**src/rtl/pbi_defines.svh**
```systemverilog
/*
 * register offsets, field positions, reset values and timing counts
 * of the push-button and system event interrupt block.
 * assumes a 50 MHz core clock.
 */
`ifndef PBI_DEFINES_SVH
`define PBI_DEFINES_SVH

`define PBI_ADDR_BTN_STATUS   8'h24
`define PBI_ADDR_BTN_MASK     8'h25
`define PBI_ADDR_BTN_SENSE    8'h26
`define PBI_ADDR_MISC_STATUS  8'h28
`define PBI_ADDR_MISC_MASK    8'h29
`define PBI_ADDR_MISC_SENSE   8'h2a

`define PBI_BTN_BITS          6
`define PBI_MISC_BITS         5
`define PBI_BTN_MASK_RESET    6'h3f
`define PBI_MISC_MASK_RESET   5'h1f

`define PBI_BIT_PRESS         0
`define PBI_BIT_WAKE_DONE     0
`define PBI_BIT_SLEEP_DONE    1
`define PBI_BIT_POWER_KEY     2
`define PBI_BIT_SUPPLY_LOW    3
`define PBI_BIT_SUPPLY_OVER   4

// hold time unit and derived clock count
`define PBI_CLK_HZ            50000000
`define PBI_HOLD_UNIT_MS      1000
`define PBI_TICKS_PER_SEC     ((`PBI_CLK_HZ / 1000) * `PBI_HOLD_UNIT_MS)
`define PBI_SEC_CNT_W         26
`define PBI_HOLD_CNT_W        4

`endif

```
**src/rtl/pbi_pkg.sv**
```systemverilog
/*
 * types of the push-button and system event interrupt block.
 * assumes pbi_defines.svh is available on the include path.
 */
`include "pbi_defines.svh"

package pbi_pkg;

    typedef struct packed {
        logic [`PBI_BTN_BITS-1:0]   btn_status;
        logic [`PBI_BTN_BITS-1:0]   btn_mask;
        logic [`PBI_BTN_BITS-1:0]   btn_sense;
        logic [`PBI_MISC_BITS-1:0]  misc_status;
        logic [`PBI_MISC_BITS-1:0]  misc_mask;
        logic [`PBI_SEC_CNT_W-1:0]  sec_cnt;
        logic [`PBI_HOLD_CNT_W-1:0] hold_secs;
        logic [7:0]                 rdata;
        logic                       irq_out_n;
    } pbi_state_type;

endpackage

```
**src/rtl/pbi_irq.sv**
```systemverilog
/*
 * push-button and system event interrupt block: status, mask and sense
 * registers, hold-time measurement and the active-low interrupt pin.
 * assumes a byte register port from the control-interface slave, a
 * debounced button level and one-cycle event pulses from the sequencer
 * and supply comparators, all synchronous to clk.
 */
// How it works
// - button status clears on read or write-1
// - mask 0 lets set status pull pin low
// - mask 1 blocks pin, status still records
// - six button masks reset to 1, bits 7:6 unused
// - press sense follows debounced button level
// - hold1 sense set after one second held
// - hold senses clear when press sense clears
// - hold2/3/4/8 senses after 2,3,4,8 seconds
// - button senses reset 0, read only
// - wake transition completion sets misc bit 0
// - sleep transition completion sets misc bit 1
// - power key event sets misc bit 2
// - low supply crossing sets misc bit 3
// - supply over-voltage crossing sets misc bit 4
// - misc status reset 0, clears on read or write-1
// - press status sets on every sense change
// - hold status sets when hold reached
// - misc masks reset 1, gate pin likewise
`timescale 1ns/1ns
`include "pbi_defines.svh"

module pbi_irq (
    input  wire logic       clk,
    input  wire logic       rstn,
    input  wire logic [7:0] reg_addr,
    input  wire logic       reg_wr,
    input  wire logic       reg_rd,
    input  wire logic [7:0] reg_wdata,
    output logic      [7:0] reg_rdata,
    input  wire logic       press_level,
    input  wire logic       wake_done,
    input  wire logic       sleep_done,
    input  wire logic       power_key_input,
    input  wire logic       supply_low_threshold,
    input  wire logic       supply_over_threshold,
    output logic            irq_out_n
);

    // ==================================================================
    // state
    // ==================================================================
    pbi_pkg::pbi_state_type r;
    pbi_pkg::pbi_state_type next_r;

    logic [`PBI_BTN_BITS-1:0]  hold_reached;
    logic [`PBI_BTN_BITS-1:0]  btn_clear;
    logic [`PBI_MISC_BITS-1:0] misc_event;
    logic [`PBI_MISC_BITS-1:0] misc_clear;
    logic                      sec_tick;
    logic                      pending;

    // ==================================================================
    // hold thresholds, one per sense bit above press
    // ==================================================================
    localparam logic [`PBI_HOLD_CNT_W-1:0] HOLD1 = 4'h1;
    localparam logic [`PBI_HOLD_CNT_W-1:0] HOLD2 = 4'h2;
    localparam logic [`PBI_HOLD_CNT_W-1:0] HOLD3 = 4'h3;
    localparam logic [`PBI_HOLD_CNT_W-1:0] HOLD4 = 4'h4;
    localparam logic [`PBI_HOLD_CNT_W-1:0] HOLD8 = 4'h8;
    localparam logic [`PBI_SEC_CNT_W-1:0]  SEC_LAST =
        `PBI_SEC_CNT_W'(`PBI_TICKS_PER_SEC - 1);

    assign sec_tick = r.btn_sense[`PBI_BIT_PRESS] && (r.sec_cnt == SEC_LAST);

    // held longer than n seconds: n full seconds elapsed and still held
    always_comb begin
        hold_reached    = '0;
        hold_reached[1] = r.hold_secs >= HOLD1;
        hold_reached[2] = r.hold_secs >= HOLD2;
        hold_reached[3] = r.hold_secs >= HOLD3;
        hold_reached[4] = r.hold_secs >= HOLD4;
        hold_reached[5] = r.hold_secs >= HOLD8;
    end

    // ==================================================================
    // event sources and host clears
    // ==================================================================
    always_comb begin
        misc_event = '0;
        misc_event[`PBI_BIT_WAKE_DONE]   = wake_done;
        misc_event[`PBI_BIT_SLEEP_DONE]  = sleep_done;
        misc_event[`PBI_BIT_POWER_KEY]   = power_key_input;
        misc_event[`PBI_BIT_SUPPLY_LOW]  = supply_low_threshold;
        misc_event[`PBI_BIT_SUPPLY_OVER] = supply_over_threshold;
    end

    // button status: read clears all, write-1 clears selected bits
    always_comb begin
        btn_clear = '0;
        if (reg_addr == `PBI_ADDR_BTN_STATUS) begin
            if (reg_rd) begin
                btn_clear = '1;
            end else if (reg_wr) begin
                btn_clear = reg_wdata[`PBI_BTN_BITS-1:0];
            end
        end
    end

    // misc status: write-1 clears, read also clears like its neighbours
    always_comb begin
        misc_clear = '0;
        if (reg_addr == `PBI_ADDR_MISC_STATUS) begin
            if (reg_rd) begin
                misc_clear = '1;
            end else if (reg_wr) begin
                misc_clear = reg_wdata[`PBI_MISC_BITS-1:0];
            end
        end
    end

    // unmasked pending status pulls the pin low
    assign pending = |(r.btn_status & ~r.btn_mask) |
                     |(r.misc_status & ~r.misc_mask);

    // ==================================================================
    // next state
    // ==================================================================
    always_comb begin
        next_r = r;

        // press sense follows debounced level; hold counters run meanwhile
        next_r.btn_sense[`PBI_BIT_PRESS] = press_level;
        if (!r.btn_sense[`PBI_BIT_PRESS]) begin
            next_r.sec_cnt   = '0;
            next_r.hold_secs = '0;
        end else if (sec_tick) begin
            next_r.sec_cnt = '0;
            if (r.hold_secs != HOLD8) begin
                next_r.hold_secs = r.hold_secs + 4'h1;
            end
        end else begin
            next_r.sec_cnt = r.sec_cnt + `PBI_SEC_CNT_W'(1);
        end
        // hold senses drop with press sense
        next_r.btn_sense[`PBI_BTN_BITS-1:1] =
            r.btn_sense[`PBI_BIT_PRESS] ?
            hold_reached[`PBI_BTN_BITS-1:1] : '0;

        // sticky status, set wins over clear
        next_r.btn_status = r.btn_status & ~btn_clear;
        if (press_level != r.btn_sense[`PBI_BIT_PRESS]) begin
            next_r.btn_status[`PBI_BIT_PRESS] = 1'b1;
        end
        next_r.btn_status[`PBI_BTN_BITS-1:1] =
            next_r.btn_status[`PBI_BTN_BITS-1:1] |
            (next_r.btn_sense[`PBI_BTN_BITS-1:1] &
             ~r.btn_sense[`PBI_BTN_BITS-1:1]);
        next_r.misc_status = (r.misc_status & ~misc_clear) |
                             misc_event;

        // mask writes
        if (reg_wr && reg_addr == `PBI_ADDR_BTN_MASK) begin
            next_r.btn_mask = reg_wdata[`PBI_BTN_BITS-1:0];
        end
        if (reg_wr && reg_addr == `PBI_ADDR_MISC_MASK) begin
            next_r.misc_mask = reg_wdata[`PBI_MISC_BITS-1:0];
        end

        // read data, registered one cycle after the read strobe
        if (reg_rd) begin
            unique case (reg_addr)
                `PBI_ADDR_BTN_STATUS:  next_r.rdata = {2'h0, r.btn_status};
                `PBI_ADDR_BTN_MASK:    next_r.rdata = {2'h0, r.btn_mask};
                `PBI_ADDR_BTN_SENSE:   next_r.rdata = {2'h0, r.btn_sense};
                `PBI_ADDR_MISC_STATUS: next_r.rdata = {3'h0, r.misc_status};
                `PBI_ADDR_MISC_MASK:   next_r.rdata = {3'h0, r.misc_mask};
                `PBI_ADDR_MISC_SENSE:  next_r.rdata =
                    {3'h0, supply_over_threshold, supply_low_threshold,
                     power_key_input, sleep_done, wake_done};
                default:               next_r.rdata = 8'h00;
            endcase
        end

        next_r.irq_out_n = !pending;
    end

    // ==================================================================
    // registers
    // ==================================================================
    always_ff @(posedge clk) begin
        if (!rstn) begin
            r             <= '0;
            r.btn_mask    <= `PBI_BTN_MASK_RESET;
            r.misc_mask   <= `PBI_MISC_MASK_RESET;
            r.irq_out_n   <= 1'b1;
        end else begin
            r <= next_r;
        end
    end

    assign reg_rdata = r.rdata;
    assign irq_out_n = r.irq_out_n;

    // ==================================================================
    // checks
    // ==================================================================
    a_pin_follows_pending: assert property (
        @(posedge clk) disable iff (!rstn)
        pending |=> !irq_out_n)
        else $error("pin not low with unmasked status");

    a_masked_no_irq: assert property (
        @(posedge clk) disable iff (!rstn)
        !pending |=> irq_out_n)
        else $error("pin low with nothing unmasked");

    a_w1c_button: assert property (
        @(posedge clk) disable iff (!rstn)
        (reg_wr && reg_addr == `PBI_ADDR_BTN_STATUS && reg_wdata[1] &&
         !(hold_reached[1] && r.btn_sense[0] && !r.btn_sense[1]))
        |=> !r.btn_status[1])
        else $error("button status bit not cleared by write 1");

    a_read_clear: assert property (
        @(posedge clk) disable iff (!rstn)
        (reg_rd && reg_addr == `PBI_ADDR_BTN_STATUS &&
         press_level == r.btn_sense[0]) |=> !r.btn_status[0])
        else $error("press status not cleared by read");

    a_press_change: assert property (
        @(posedge clk) disable iff (!rstn)
        (press_level != r.btn_sense[0]) |=> r.btn_status[0])
        else $error("press status missed a sense change");

    a_release_clears: assert property (
        @(posedge clk) disable iff (!rstn)
        !r.btn_sense[0] |=> r.btn_sense[5:1] == 5'h00)
        else $error("hold sense kept after release");

    a_misc_event_set: assert property (
        @(posedge clk) disable iff (!rstn)
        wake_done |=> r.misc_status[0])
        else $error("wake completion not recorded");

    a_hold_status: assert property (
        @(posedge clk) disable iff (!rstn)
        $rose(r.btn_sense[1]) |-> r.btn_status[1])
        else $error("hold status not set with sense");

    a_mask_reset: assert property (
        @(posedge clk)
        !rstn |=> r.btn_mask == 6'h3f && r.misc_mask == 5'h1f)
        else $error("masks not reset to ones");

    a_status_reset: assert property (
        @(posedge clk)
        !rstn |=> r.misc_status == 5'h00 && r.btn_status == 6'h00 &&
                  r.btn_sense == 6'h00)
        else $error("status or sense not reset to zero");

    a_press_sense_set: assert property (
        @(posedge clk) disable iff (!rstn)
        press_level |=> r.btn_sense[0])
        else $error("press sense missed a press");

    a_press_sense_clr: assert property (
        @(posedge clk) disable iff (!rstn)
        !press_level |=> !r.btn_sense[0])
        else $error("press sense missed a release");

    a_hold1_sense: assert property (
        @(posedge clk) disable iff (!rstn)
        (r.btn_sense[0] && r.hold_secs >= HOLD1) |=> r.btn_sense[1])
        else $error("one second hold sense missing");

    a_hold2_sense: assert property (
        @(posedge clk) disable iff (!rstn)
        (r.btn_sense[0] && r.hold_secs >= HOLD2) |=> r.btn_sense[2])
        else $error("two second hold sense missing");

    a_hold3_sense: assert property (
        @(posedge clk) disable iff (!rstn)
        (r.btn_sense[0] && r.hold_secs >= HOLD3) |=> r.btn_sense[3])
        else $error("three second hold sense missing");

    a_hold4_sense: assert property (
        @(posedge clk) disable iff (!rstn)
        (r.btn_sense[0] && r.hold_secs >= HOLD4) |=> r.btn_sense[4])
        else $error("four second hold sense missing");

    a_hold8_sense: assert property (
        @(posedge clk) disable iff (!rstn)
        (r.btn_sense[0] && r.hold_secs >= HOLD8) |=> r.btn_sense[5])
        else $error("eight second hold sense missing");

    a_hold_early: assert property (
        @(posedge clk) disable iff (!rstn)
        r.hold_secs == 4'h0 |=> r.btn_sense[5:1] == 5'h00)
        else $error("hold sense before a full second");

    a_hold_idle: assert property (
        @(posedge clk) disable iff (!rstn)
        !r.btn_sense[0] |=> r.hold_secs == 4'h0 && r.sec_cnt == '0)
        else $error("hold timer kept running after release");

    a_sleep_event_set: assert property (
        @(posedge clk) disable iff (!rstn)
        sleep_done |=> r.misc_status[1])
        else $error("sleep completion not recorded");

    a_key_event_set: assert property (
        @(posedge clk) disable iff (!rstn)
        power_key_input |=> r.misc_status[2])
        else $error("power key event not recorded");

    a_low_event_set: assert property (
        @(posedge clk) disable iff (!rstn)
        supply_low_threshold |=> r.misc_status[3])
        else $error("low supply crossing not recorded");

    a_over_event_set: assert property (
        @(posedge clk) disable iff (!rstn)
        supply_over_threshold |=> r.misc_status[4])
        else $error("supply over-voltage not recorded");

    a_btn_sticky: assert property (
        @(posedge clk) disable iff (!rstn)
        (r.btn_status[0] && !(reg_addr == `PBI_ADDR_BTN_STATUS &&
         (reg_rd || (reg_wr && reg_wdata[0])))) |=> r.btn_status[0])
        else $error("press status lost without a clear");

    a_misc_sticky: assert property (
        @(posedge clk) disable iff (!rstn)
        (r.misc_status[0] && !(reg_addr == `PBI_ADDR_MISC_STATUS &&
         (reg_rd || (reg_wr && reg_wdata[0])))) |=> r.misc_status[0])
        else $error("wake status lost without a clear");

    a_misc_w1c: assert property (
        @(posedge clk) disable iff (!rstn)
        (reg_wr && !reg_rd && reg_addr == `PBI_ADDR_MISC_STATUS &&
         misc_event == 5'h00)
        |=> (r.misc_status & $past(reg_wdata[4:0])) == 5'h00)
        else $error("misc status not cleared by write 1");

    a_btn_mask_write: assert property (
        @(posedge clk) disable iff (!rstn)
        (reg_wr && reg_addr == `PBI_ADDR_BTN_MASK)
        |=> r.btn_mask == $past(reg_wdata[5:0]))
        else $error("button mask write lost");

    a_misc_mask_write: assert property (
        @(posedge clk) disable iff (!rstn)
        (reg_wr && reg_addr == `PBI_ADDR_MISC_MASK)
        |=> r.misc_mask == $past(reg_wdata[4:0]))
        else $error("misc mask write lost");

    a_all_masked_idle: assert property (
        @(posedge clk) disable iff (!rstn)
        (&r.btn_mask && &r.misc_mask) |=> irq_out_n)
        else $error("pin low with every source masked");

    a_press_unmasked: assert property (
        @(posedge clk) disable iff (!rstn)
        (r.btn_status[0] && !r.btn_mask[0]) |=> !irq_out_n)
        else $error("unmasked press status left pin high");

endmodule

```
**config.mk**
```make
export PLATFORM = sky130hd
export DESIGN_NAME = pbi_irq
export DESIGN_NICKNAME = d
export VERILOG_FILES = /design/src/rtl/pbi_pkg.sv /design/src/rtl/pbi_irq.sv
export VERILOG_INCLUDE_DIRS = /design/src /design/src/rtl
export SDC_FILE = /design/constraint.sdc
export NUM_CORES = 1
export LEC_CHECK = 0
export ABC_AREA = 1
export BUFFER_PORTS_ARGS = -buffer_cell sky130_fd_sc_hd__buf_2
export CAP_MARGIN = 15
export CORE_MARGIN = 1.5
export CORE_UTILIZATION = 50
export CTS_CLUSTER_SIZE = 20
export DETAILED_ROUTE_END_ITERATION = 8
export PLACE_DENSITY = 0.72
export SYNTH_ARGS = -nofsm -noshare
export SYNTH_HDL_FRONTEND = slang
export SYNTH_SLANG_ARGS = --single-unit
```
**constraint.sdc**
```tcl
create_clock -name clk -period 1.4 [get_ports clk]
set_clock_uncertainty 0.05 [all_clocks]
set_input_delay 0.28 -clock clk [delete_from_list [all_inputs] [get_ports clk]]
set_output_delay 0.28 -clock clk [all_outputs]
set_load 0.02 [all_outputs]
```
==> impl_metrics.env, run 1 <==
export IMPL_ir_worst_vdd_v=0.000540
export IMPL_design_area_mm2=0.00447
export IMPL_final_seq_area_mm2=0.00132
export IMPL_routed_wl_um=9350
export IMPL_p_int_w=0.00284
export IMPL_rr_worst_depth=9
export IMPL_path_clk_slew_ns=0.07
export IMPL_avgViaCountPerCell=5.26
export IMPL_rows=30
export IMPL_hp_class="primary input to register"
export IMPL_grt_usage_pct=24.5
export IMPL_multi_input_area_mm2=0.00195
export IMPL_period_share_pct=105
export IMPL_netlist_top_cells_count="nand2_1, inv_1, nor2_1"
export IMPL_hpwl_um=6470
export IMPL_seq_power_share_pct=50.8
export IMPL_fmax_mhz=681
export IMPL_path_cells="inv_2 > nand2_1 > nor2_1 > nand2_1 > nor2_4 > nand2_2 > nand2_4 > clkbuf_16 > nor2_1"
export IMPL_grt_pass1_vias=3256
export IMPL_die_area_mm2=0.00746
export IMPL_hold_slack_ns=0.120
export IMPL_drv_slew=0
export IMPL_start_util_pct=51.4
export IMPL_r2r_start="r[20]"
export IMPL_min_period_ns=1.47
export IMPL_vias=3483
export IMPL_min_delay_start="press_level"
export IMPL_critPathLaunchType="register"
export IMPL_synth_top_area_share_pct=37.5
export IMPL_antenna_left=0
export IMPL_synth_flop_cell="dfxtp_1"
export IMPL_synth_most_common_cell="nand2_1"
export IMPL_critPathMaxFanout=7
export IMPL_clkPwrFrac_pct=42.3
export IMPL_p_sw_share_pct=23.8
export IMPL_synthMuxAreaShare_pct=0
export IMPL_synth_fa_ha_area_share_pct=2.16
export IMPL_grt_first_pass_wirelength_um=14400
export IMPL_cts_num_sinks=65
export IMPL_finalWorstSetupSlack_ns=-0.0683
export IMPL_power_leakage_nw=1.87
export IMPL_first_pass_iters=5
export IMPL_min_path_cells=3
export IMPL_nNetsFinal=609
export IMPL_cap_violations=0
export IMPL_synth_area_mm2=0.00347
export IMPL_cts_tree="built"
export IMPL_synth_compound_area_share_pct=11.9
export IMPL_drive_above_1_share_pct=31.4
export IMPL_rsz0062_at_grt="true"
export IMPL_synthTopCellsByArea="dfxtp_1, nand2_1, inv_1"
export IMPL_rr_endpoint="r[26]"
export IMPL_yosysTopAreaCell="dfxtp_1"
export IMPL_synth_xor_area_share_pct=2.52
export IMPL_synth_top_family_by_area="simple AND/OR/NAND/NOR gates"
export IMPL_routedWlPerCell_um=14.1
export IMPL_clock_latency_ns=0.34
export IMPL_ctsHtreeMaxLevel=3
export IMPL_critical_path_class="register to register"
export IMPL_cts_root_buf="clkbuf_8"
export IMPL_ff2ff_setup_slack_ns=-0.07
export IMPL_ys_types=35
export IMPL_crit_slowest_cell="dfxtp_2"
export IMPL_ys_ff_latch=65
export IMPL_die_h_um=86.3
export IMPL_fill_cells=583
export IMPL_clockBufferDepth=2
export IMPL_numPortBuffers=30
export IMPL_synthArstFlopShare_pct=0
export IMPL_gr_total_overflow=0
export IMPL_antenna_found_initial=0
export IMPL_grt_start_max_net_pins=16
export IMPL_endpoint_kind="register"
export IMPL_dpl_cell_area_mm2=0.00399
export IMPL_synth_edf_count=0
export IMPL_ioPinCount=35
export IMPL_p_per_area_mw_per_mm2=834
export IMPL_power_switching_w=0.000887
export IMPL_diodes=0
export IMPL_syn_avg_cell_area_um2=7.03
export IMPL_syn_inst=494
export IMPL_setup_viol=25
export IMPL_crit_path_max_incr_delay_ns=0.34
export IMPL_cts_buffers=9
export IMPL_worstPathRequired_ns=1.59
export IMPL_violations="negative setup slack"
export IMPL_drc=0
export IMPL_chipWidth_um=86.3
export IMPL_combPwrFrac_pct=6.9
export IMPL_finalHoldViolations=0
export IMPL_hold_end="r[49]"
export IMPL_synthSimpleGateAreaFrac_pct=34.7
export IMPL_area_growth_syn_to_layout_pct=28.6
export IMPL_drtIter0Drc=216
export IMPL_yosysSeqAreaShare_pct=37.5
export IMPL_ys_warn_count=0
export IMPL_status="finished, violations left"
export IMPL_routabilityCongestion=0.899
export IMPL_worstPathArrival_ns=1.66
export IMPL_core_mm2=0.00676
-- state kept, by name, indices dropped and copies added (netlist names) --
register	flops
r	58
irq_out_n	1
reg_rdata	6
-- metal layers --
metal | vias to the layer above | wire length [um] | track usage, %
li1 | 1743 | - | -
met1 | 1581 | 4130 | 30.5
met2 | 132 | 4310 | 39.2
met3 | 27 | 630 | 5.81
met4 | 0 | 276 | 13.0
met5 | - | 0 | 0
-- cell type report --
class                   count  area share, %
multi-input cells         342           43.7
flip-flops and latches     65           29.5
repair buffers             89           14.3
inverters                  70           6.00
clock buffers              13           3.33
well taps                  80           2.24
clock inverters             3          0.897
-- power groups by stage --
stage / registers, W / clock network [W] / logic, W
after floorplan: 0.00193 / 0 / 0.000145
after global placement: 0.00193 / 0 / 0.000232
after detailed placement: 0.00193 / 0 / 0.000236
after CTS: 0.00189 / 0.00160 / 0.000240
after global routing: 0.00189 / 0.00170 / 0.000280
final: 0.00189 / 0.00158 / 0.000256
-- critical path: cells and delay by family (launching register included) --
| kind | cells | cell delay (ns) |
|---|---|---|
| flip-flops | 1 | 0.34 |
| AND/OR/NAND/NOR | 7 | 0.72 |
| buffers and inverters | 2 | 0.25 |
-- worst max-delay path by stage --
stage	slack [ns]	end	start
global placement	-0.19	r[34]	r[13]
detailed placement	-0.20	r[25]	r[13]
global route	-0.18	r[36]	r[22]
finish	-0.07	r[26]	r[20]
CTS	-0.05	r[31]	r[14]
floorplan	0.005	r[11]	r[13]
-- repair_timing --
item,in CTS,in global routing
cloned,0,1
pin swaps,10,15
hold buffers,0,0
endpoints found under the setup margin,29,30
buffers inserted,4,5
endpoints found under the hold margin,0,0
resized for setup,16,49
-- cell families (layout without fill, tap and decap cells) --
kind of cell | after synthesis | in the layout
DFF | 65 | 65
xor gates and xnor gates | 10 | 10
other | 1 | 2
buffers and inverters | 88 | 175
and+or+nand+nor | 250 | 250
AOI/OAI and AO/OA | 74 | 74
adders and majority gates | 6 | 6
-- metrics by stage --
stage	power [W]	setup TNS [ns]	instances	setup WS (ns)	util, %
floorplan	0.00207	0	495	0.00542	-
global placement	0.00216	-2.05	636	-0.193	59.0
detailed placement	0.00217	-2.47	636	-0.198	59.0
CTS	0.00373	-0.141	656	-0.0532	63.0
global route	0.00387	-3.25	662	-0.180	66.1
finish	0.00373	-1.13	662	-0.0683	66.1
-- cells in the final DEF, fill, tap and decap left out, types with 3 or more instances in the layout --
master     n
nand2_1   84
inv_1     63
nor2_1    59
buf_4     53
dfxtp_1   51
nand3_1   46
buf_2     30
o21ai_0   29
a21oi_1   16
nor2_4    14
dfxtp_2   14
nand2_2   11
nor2_2    10
clkbuf_8  10
a21oi_2    9
nor3_1     8
inv_2      6
o32ai_1    5
o211ai_1   5
ha_1       5
nand2_4    4
nand4_1    4
xnor2_1    4
buf_6      4
xor2_1     3
o22ai_1    3
clkbuf_1   3
No activity file was read; power rests on OpenSTA's default activity.
==> inputs of run 2 (changes only) <==
==> constraint.sdc (replaced) <==
create_clock -name clk -period 1.4 [get_ports clk]
set_clock_uncertainty 0.05 [all_clocks]
set_input_delay 0.28 -clock clk [delete_from_list [all_inputs] [get_ports clk]]
set_output_delay 0.28 -clock clk [all_outputs]
set_load 0.1 [all_outputs]
==> impl_metrics.env, run 2 (synthesis results as in run 1) <==
export IMPL_clockBufferDepth=2
export IMPL_antenna_found_initial=0
export IMPL_die_h_um=86.3
export IMPL_rr_endpoint="r[37]"
export IMPL_antenna_left=0
export IMPL_gr_total_overflow=0
export IMPL_drv_slew=0
export IMPL_critPathLaunchType="register"
export IMPL_critical_path_class="register to register"
export IMPL_die_area_mm2=0.00746
export IMPL_first_pass_iters=5
export IMPL_chipWidth_um=86.3
export IMPL_ioPinCount=35
export IMPL_p_sw_share_pct=27.5
export IMPL_final_common_cell="nand2_1"
export IMPL_critPathMaxFanout=7
export IMPL_cap_violations=0
export IMPL_nNetsFinal=602
export IMPL_worstPathArrival_ns=1.69
export IMPL_avgViaCountPerCell=5.27
export IMPL_period_share_pct=107
export IMPL_grt_start_max_net_pins=17
export IMPL_grt_pass1_vias=3232
export IMPL_rr_worst_depth=9
export IMPL_p_int_w=0.00260
export IMPL_ir_worst_vdd_v=0.000448
export IMPL_crit_start="r[23]"
export IMPL_finalWorstSetupSlack_ns=-0.0981
export IMPL_drive_above_1_share_pct=32.6
export IMPL_rows=30
export IMPL_rsz0062_at_grt="true"
export IMPL_cts_tree="built"
export IMPL_ff2ff_setup_slack_ns=-0.1
export IMPL_numPortBuffers=30
export IMPL_hp_class="primary input to register"
export IMPL_setup_viol=25
export IMPL_clock_latency_ns=0.35
export IMPL_r2r_start="r[23]"
export IMPL_status="finished, violations left"
export IMPL_p_per_area_mw_per_mm2=801
export IMPL_seq_power_share_pct=52.9
export IMPL_clkPwrFrac_pct=37.5
export IMPL_cts_root_buf="clkbuf_8"
export IMPL_power_leakage_nw=1.85
export IMPL_finalHoldViolations=0
export IMPL_routed_wl_um=9100
export IMPL_combPwrFrac_pct=9.6
export IMPL_area_growth_syn_to_layout_pct=28.9
export IMPL_power_switching_w=0.000985
export IMPL_cts_num_sinks=65
export IMPL_path_clk_slew_ns=0.07
export IMPL_grt_usage_pct=25.2
export IMPL_cts_hold_buf=0
export IMPL_cts_buffers=9
export IMPL_layout_common_cells="nand2_1, inv_1, nor2_1"
export IMPL_fill_cells=560
export IMPL_top_register="r"
export IMPL_grt_first_pass_wirelength_um=14600
export IMPL_vias=3444
export IMPL_diodes=0
export IMPL_routabilityCongestion=0.922
export IMPL_fmax_mhz=667
export IMPL_core_mm2=0.00676
export IMPL_hold_end="r[49]"
export IMPL_endpoint_kind="register"
export IMPL_fin_tns_setup_ns=-1.81
export IMPL_drc=0
export IMPL_worstPathRequired_ns=1.60
export IMPL_design_area_mm2=0.00448
export IMPL_hpwl_um=6530
export IMPL_min_path_cells=3
export IMPL_ctsHtreeMaxLevel=3
export IMPL_min_period_ns=1.50
export IMPL_routedWlPerCell_um=13.9
export IMPL_start_util_pct=51.4
export IMPL_min_delay_start="press_level"
export IMPL_drtIter0Drc=258
export IMPL_dpl_cell_area_mm2=0.00400
export IMPL_largest_register_ffs=58
export IMPL_violations="negative setup slack"
==> run 2: changes by cell type in the layout (fill, tap and decap cells not counted), moves of 3 or more <==
cell,change
a21oi_2,-3
buf_12,+3
buf_2,-7
dfxtp_1,-5
dfxtp_2,+5
nor2_1,-5
nor2_2,+3
==> run 2: critical path, stage by stage, from the launching register on <==
cell	delay, ns
dfxtp_2	0.35
inv_1	0.06
nand2_1	0.06
nor2_2	0.15
nand2_2	0.09
nor2_4	0.20
nand2_2	0.10
nand2_4	0.12
clkbuf_16	0.18
a21oi_1	0.04
==> run 2: what timing repair did <==
action | 4_1_cts | 5_1_grt
cloned | 0 | 1
setup buffers | 2 | 5
setup endpoints to repair | 29 | 30
gates resized for setup | 14 | 73
pin swaps | 4 | 25
==> run 2: layout make-up <==
cell class              instances  area (um2)  area share [%]
clock buffers                  10         128            2.85
clock inverters                 4        22.5           0.503
inverters                      70         270            6.04
multi-input cells             342        1990            44.5
flip-flops and latches         65        1330            29.6
well taps                      80         100            2.24
repair buffers                 82         641            14.3
==> run 2: per-layer routing <==
metal | track usage, % | share of wire (%) | up-vias
li1 | - | - | 1730
met3 | 5.14 | 5.9 | 26
met2 | 39.5 | 46 | 120
met5 | 0 | 0 | -
met4 | 13.0 | 2.9 | 0
met1 | 32.9 | 45 | 1568
==> run 2: through the flow <==
step | cells | power [W] | hold slack [ns] | setup WS, ns | utilization [%]
floorplan | 495 | 0.00214 | 0.323 | 0.00542 | -
global placement | 631 | 0.00225 | 0.396 | -0.208 | 59.1
detailed placement | 631 | 0.00225 | 0.408 | -0.232 | 59.1
CTS | 647 | 0.00357 | 0.109 | -0.0541 | 62.2
global route | 653 | 0.00370 | 0.119 | -0.180 | 66.3
finish | 653 | 0.00358 | 0.104 | -0.0981 | 66.3
==> run 2: power groups by stage <==
stage / Sequential, W / Clock (W) / Combinational (W)
floorplan: 0.00193 / 0 / 0.000215
global placement: 0.00193 / 0 / 0.000314
detailed placement: 0.00194 / 0 / 0.000317
CTS: 0.00190 / 0.00135 / 0.000322
global route: 0.00190 / 0.00143 / 0.000367
finish: 0.00190 / 0.00135 / 0.000343
==> run 2: worst max-delay path by stage <==
stage,endpoint,slack (ns)
2_1_floorplan,r[11],0.005
3_3_place_gp,r[34],-0.21
3_5_place_dp,r[34],-0.23
4_1_cts,r[31],-0.05
5_1_grt,r[35],-0.18
6_report,r[37],-0.1
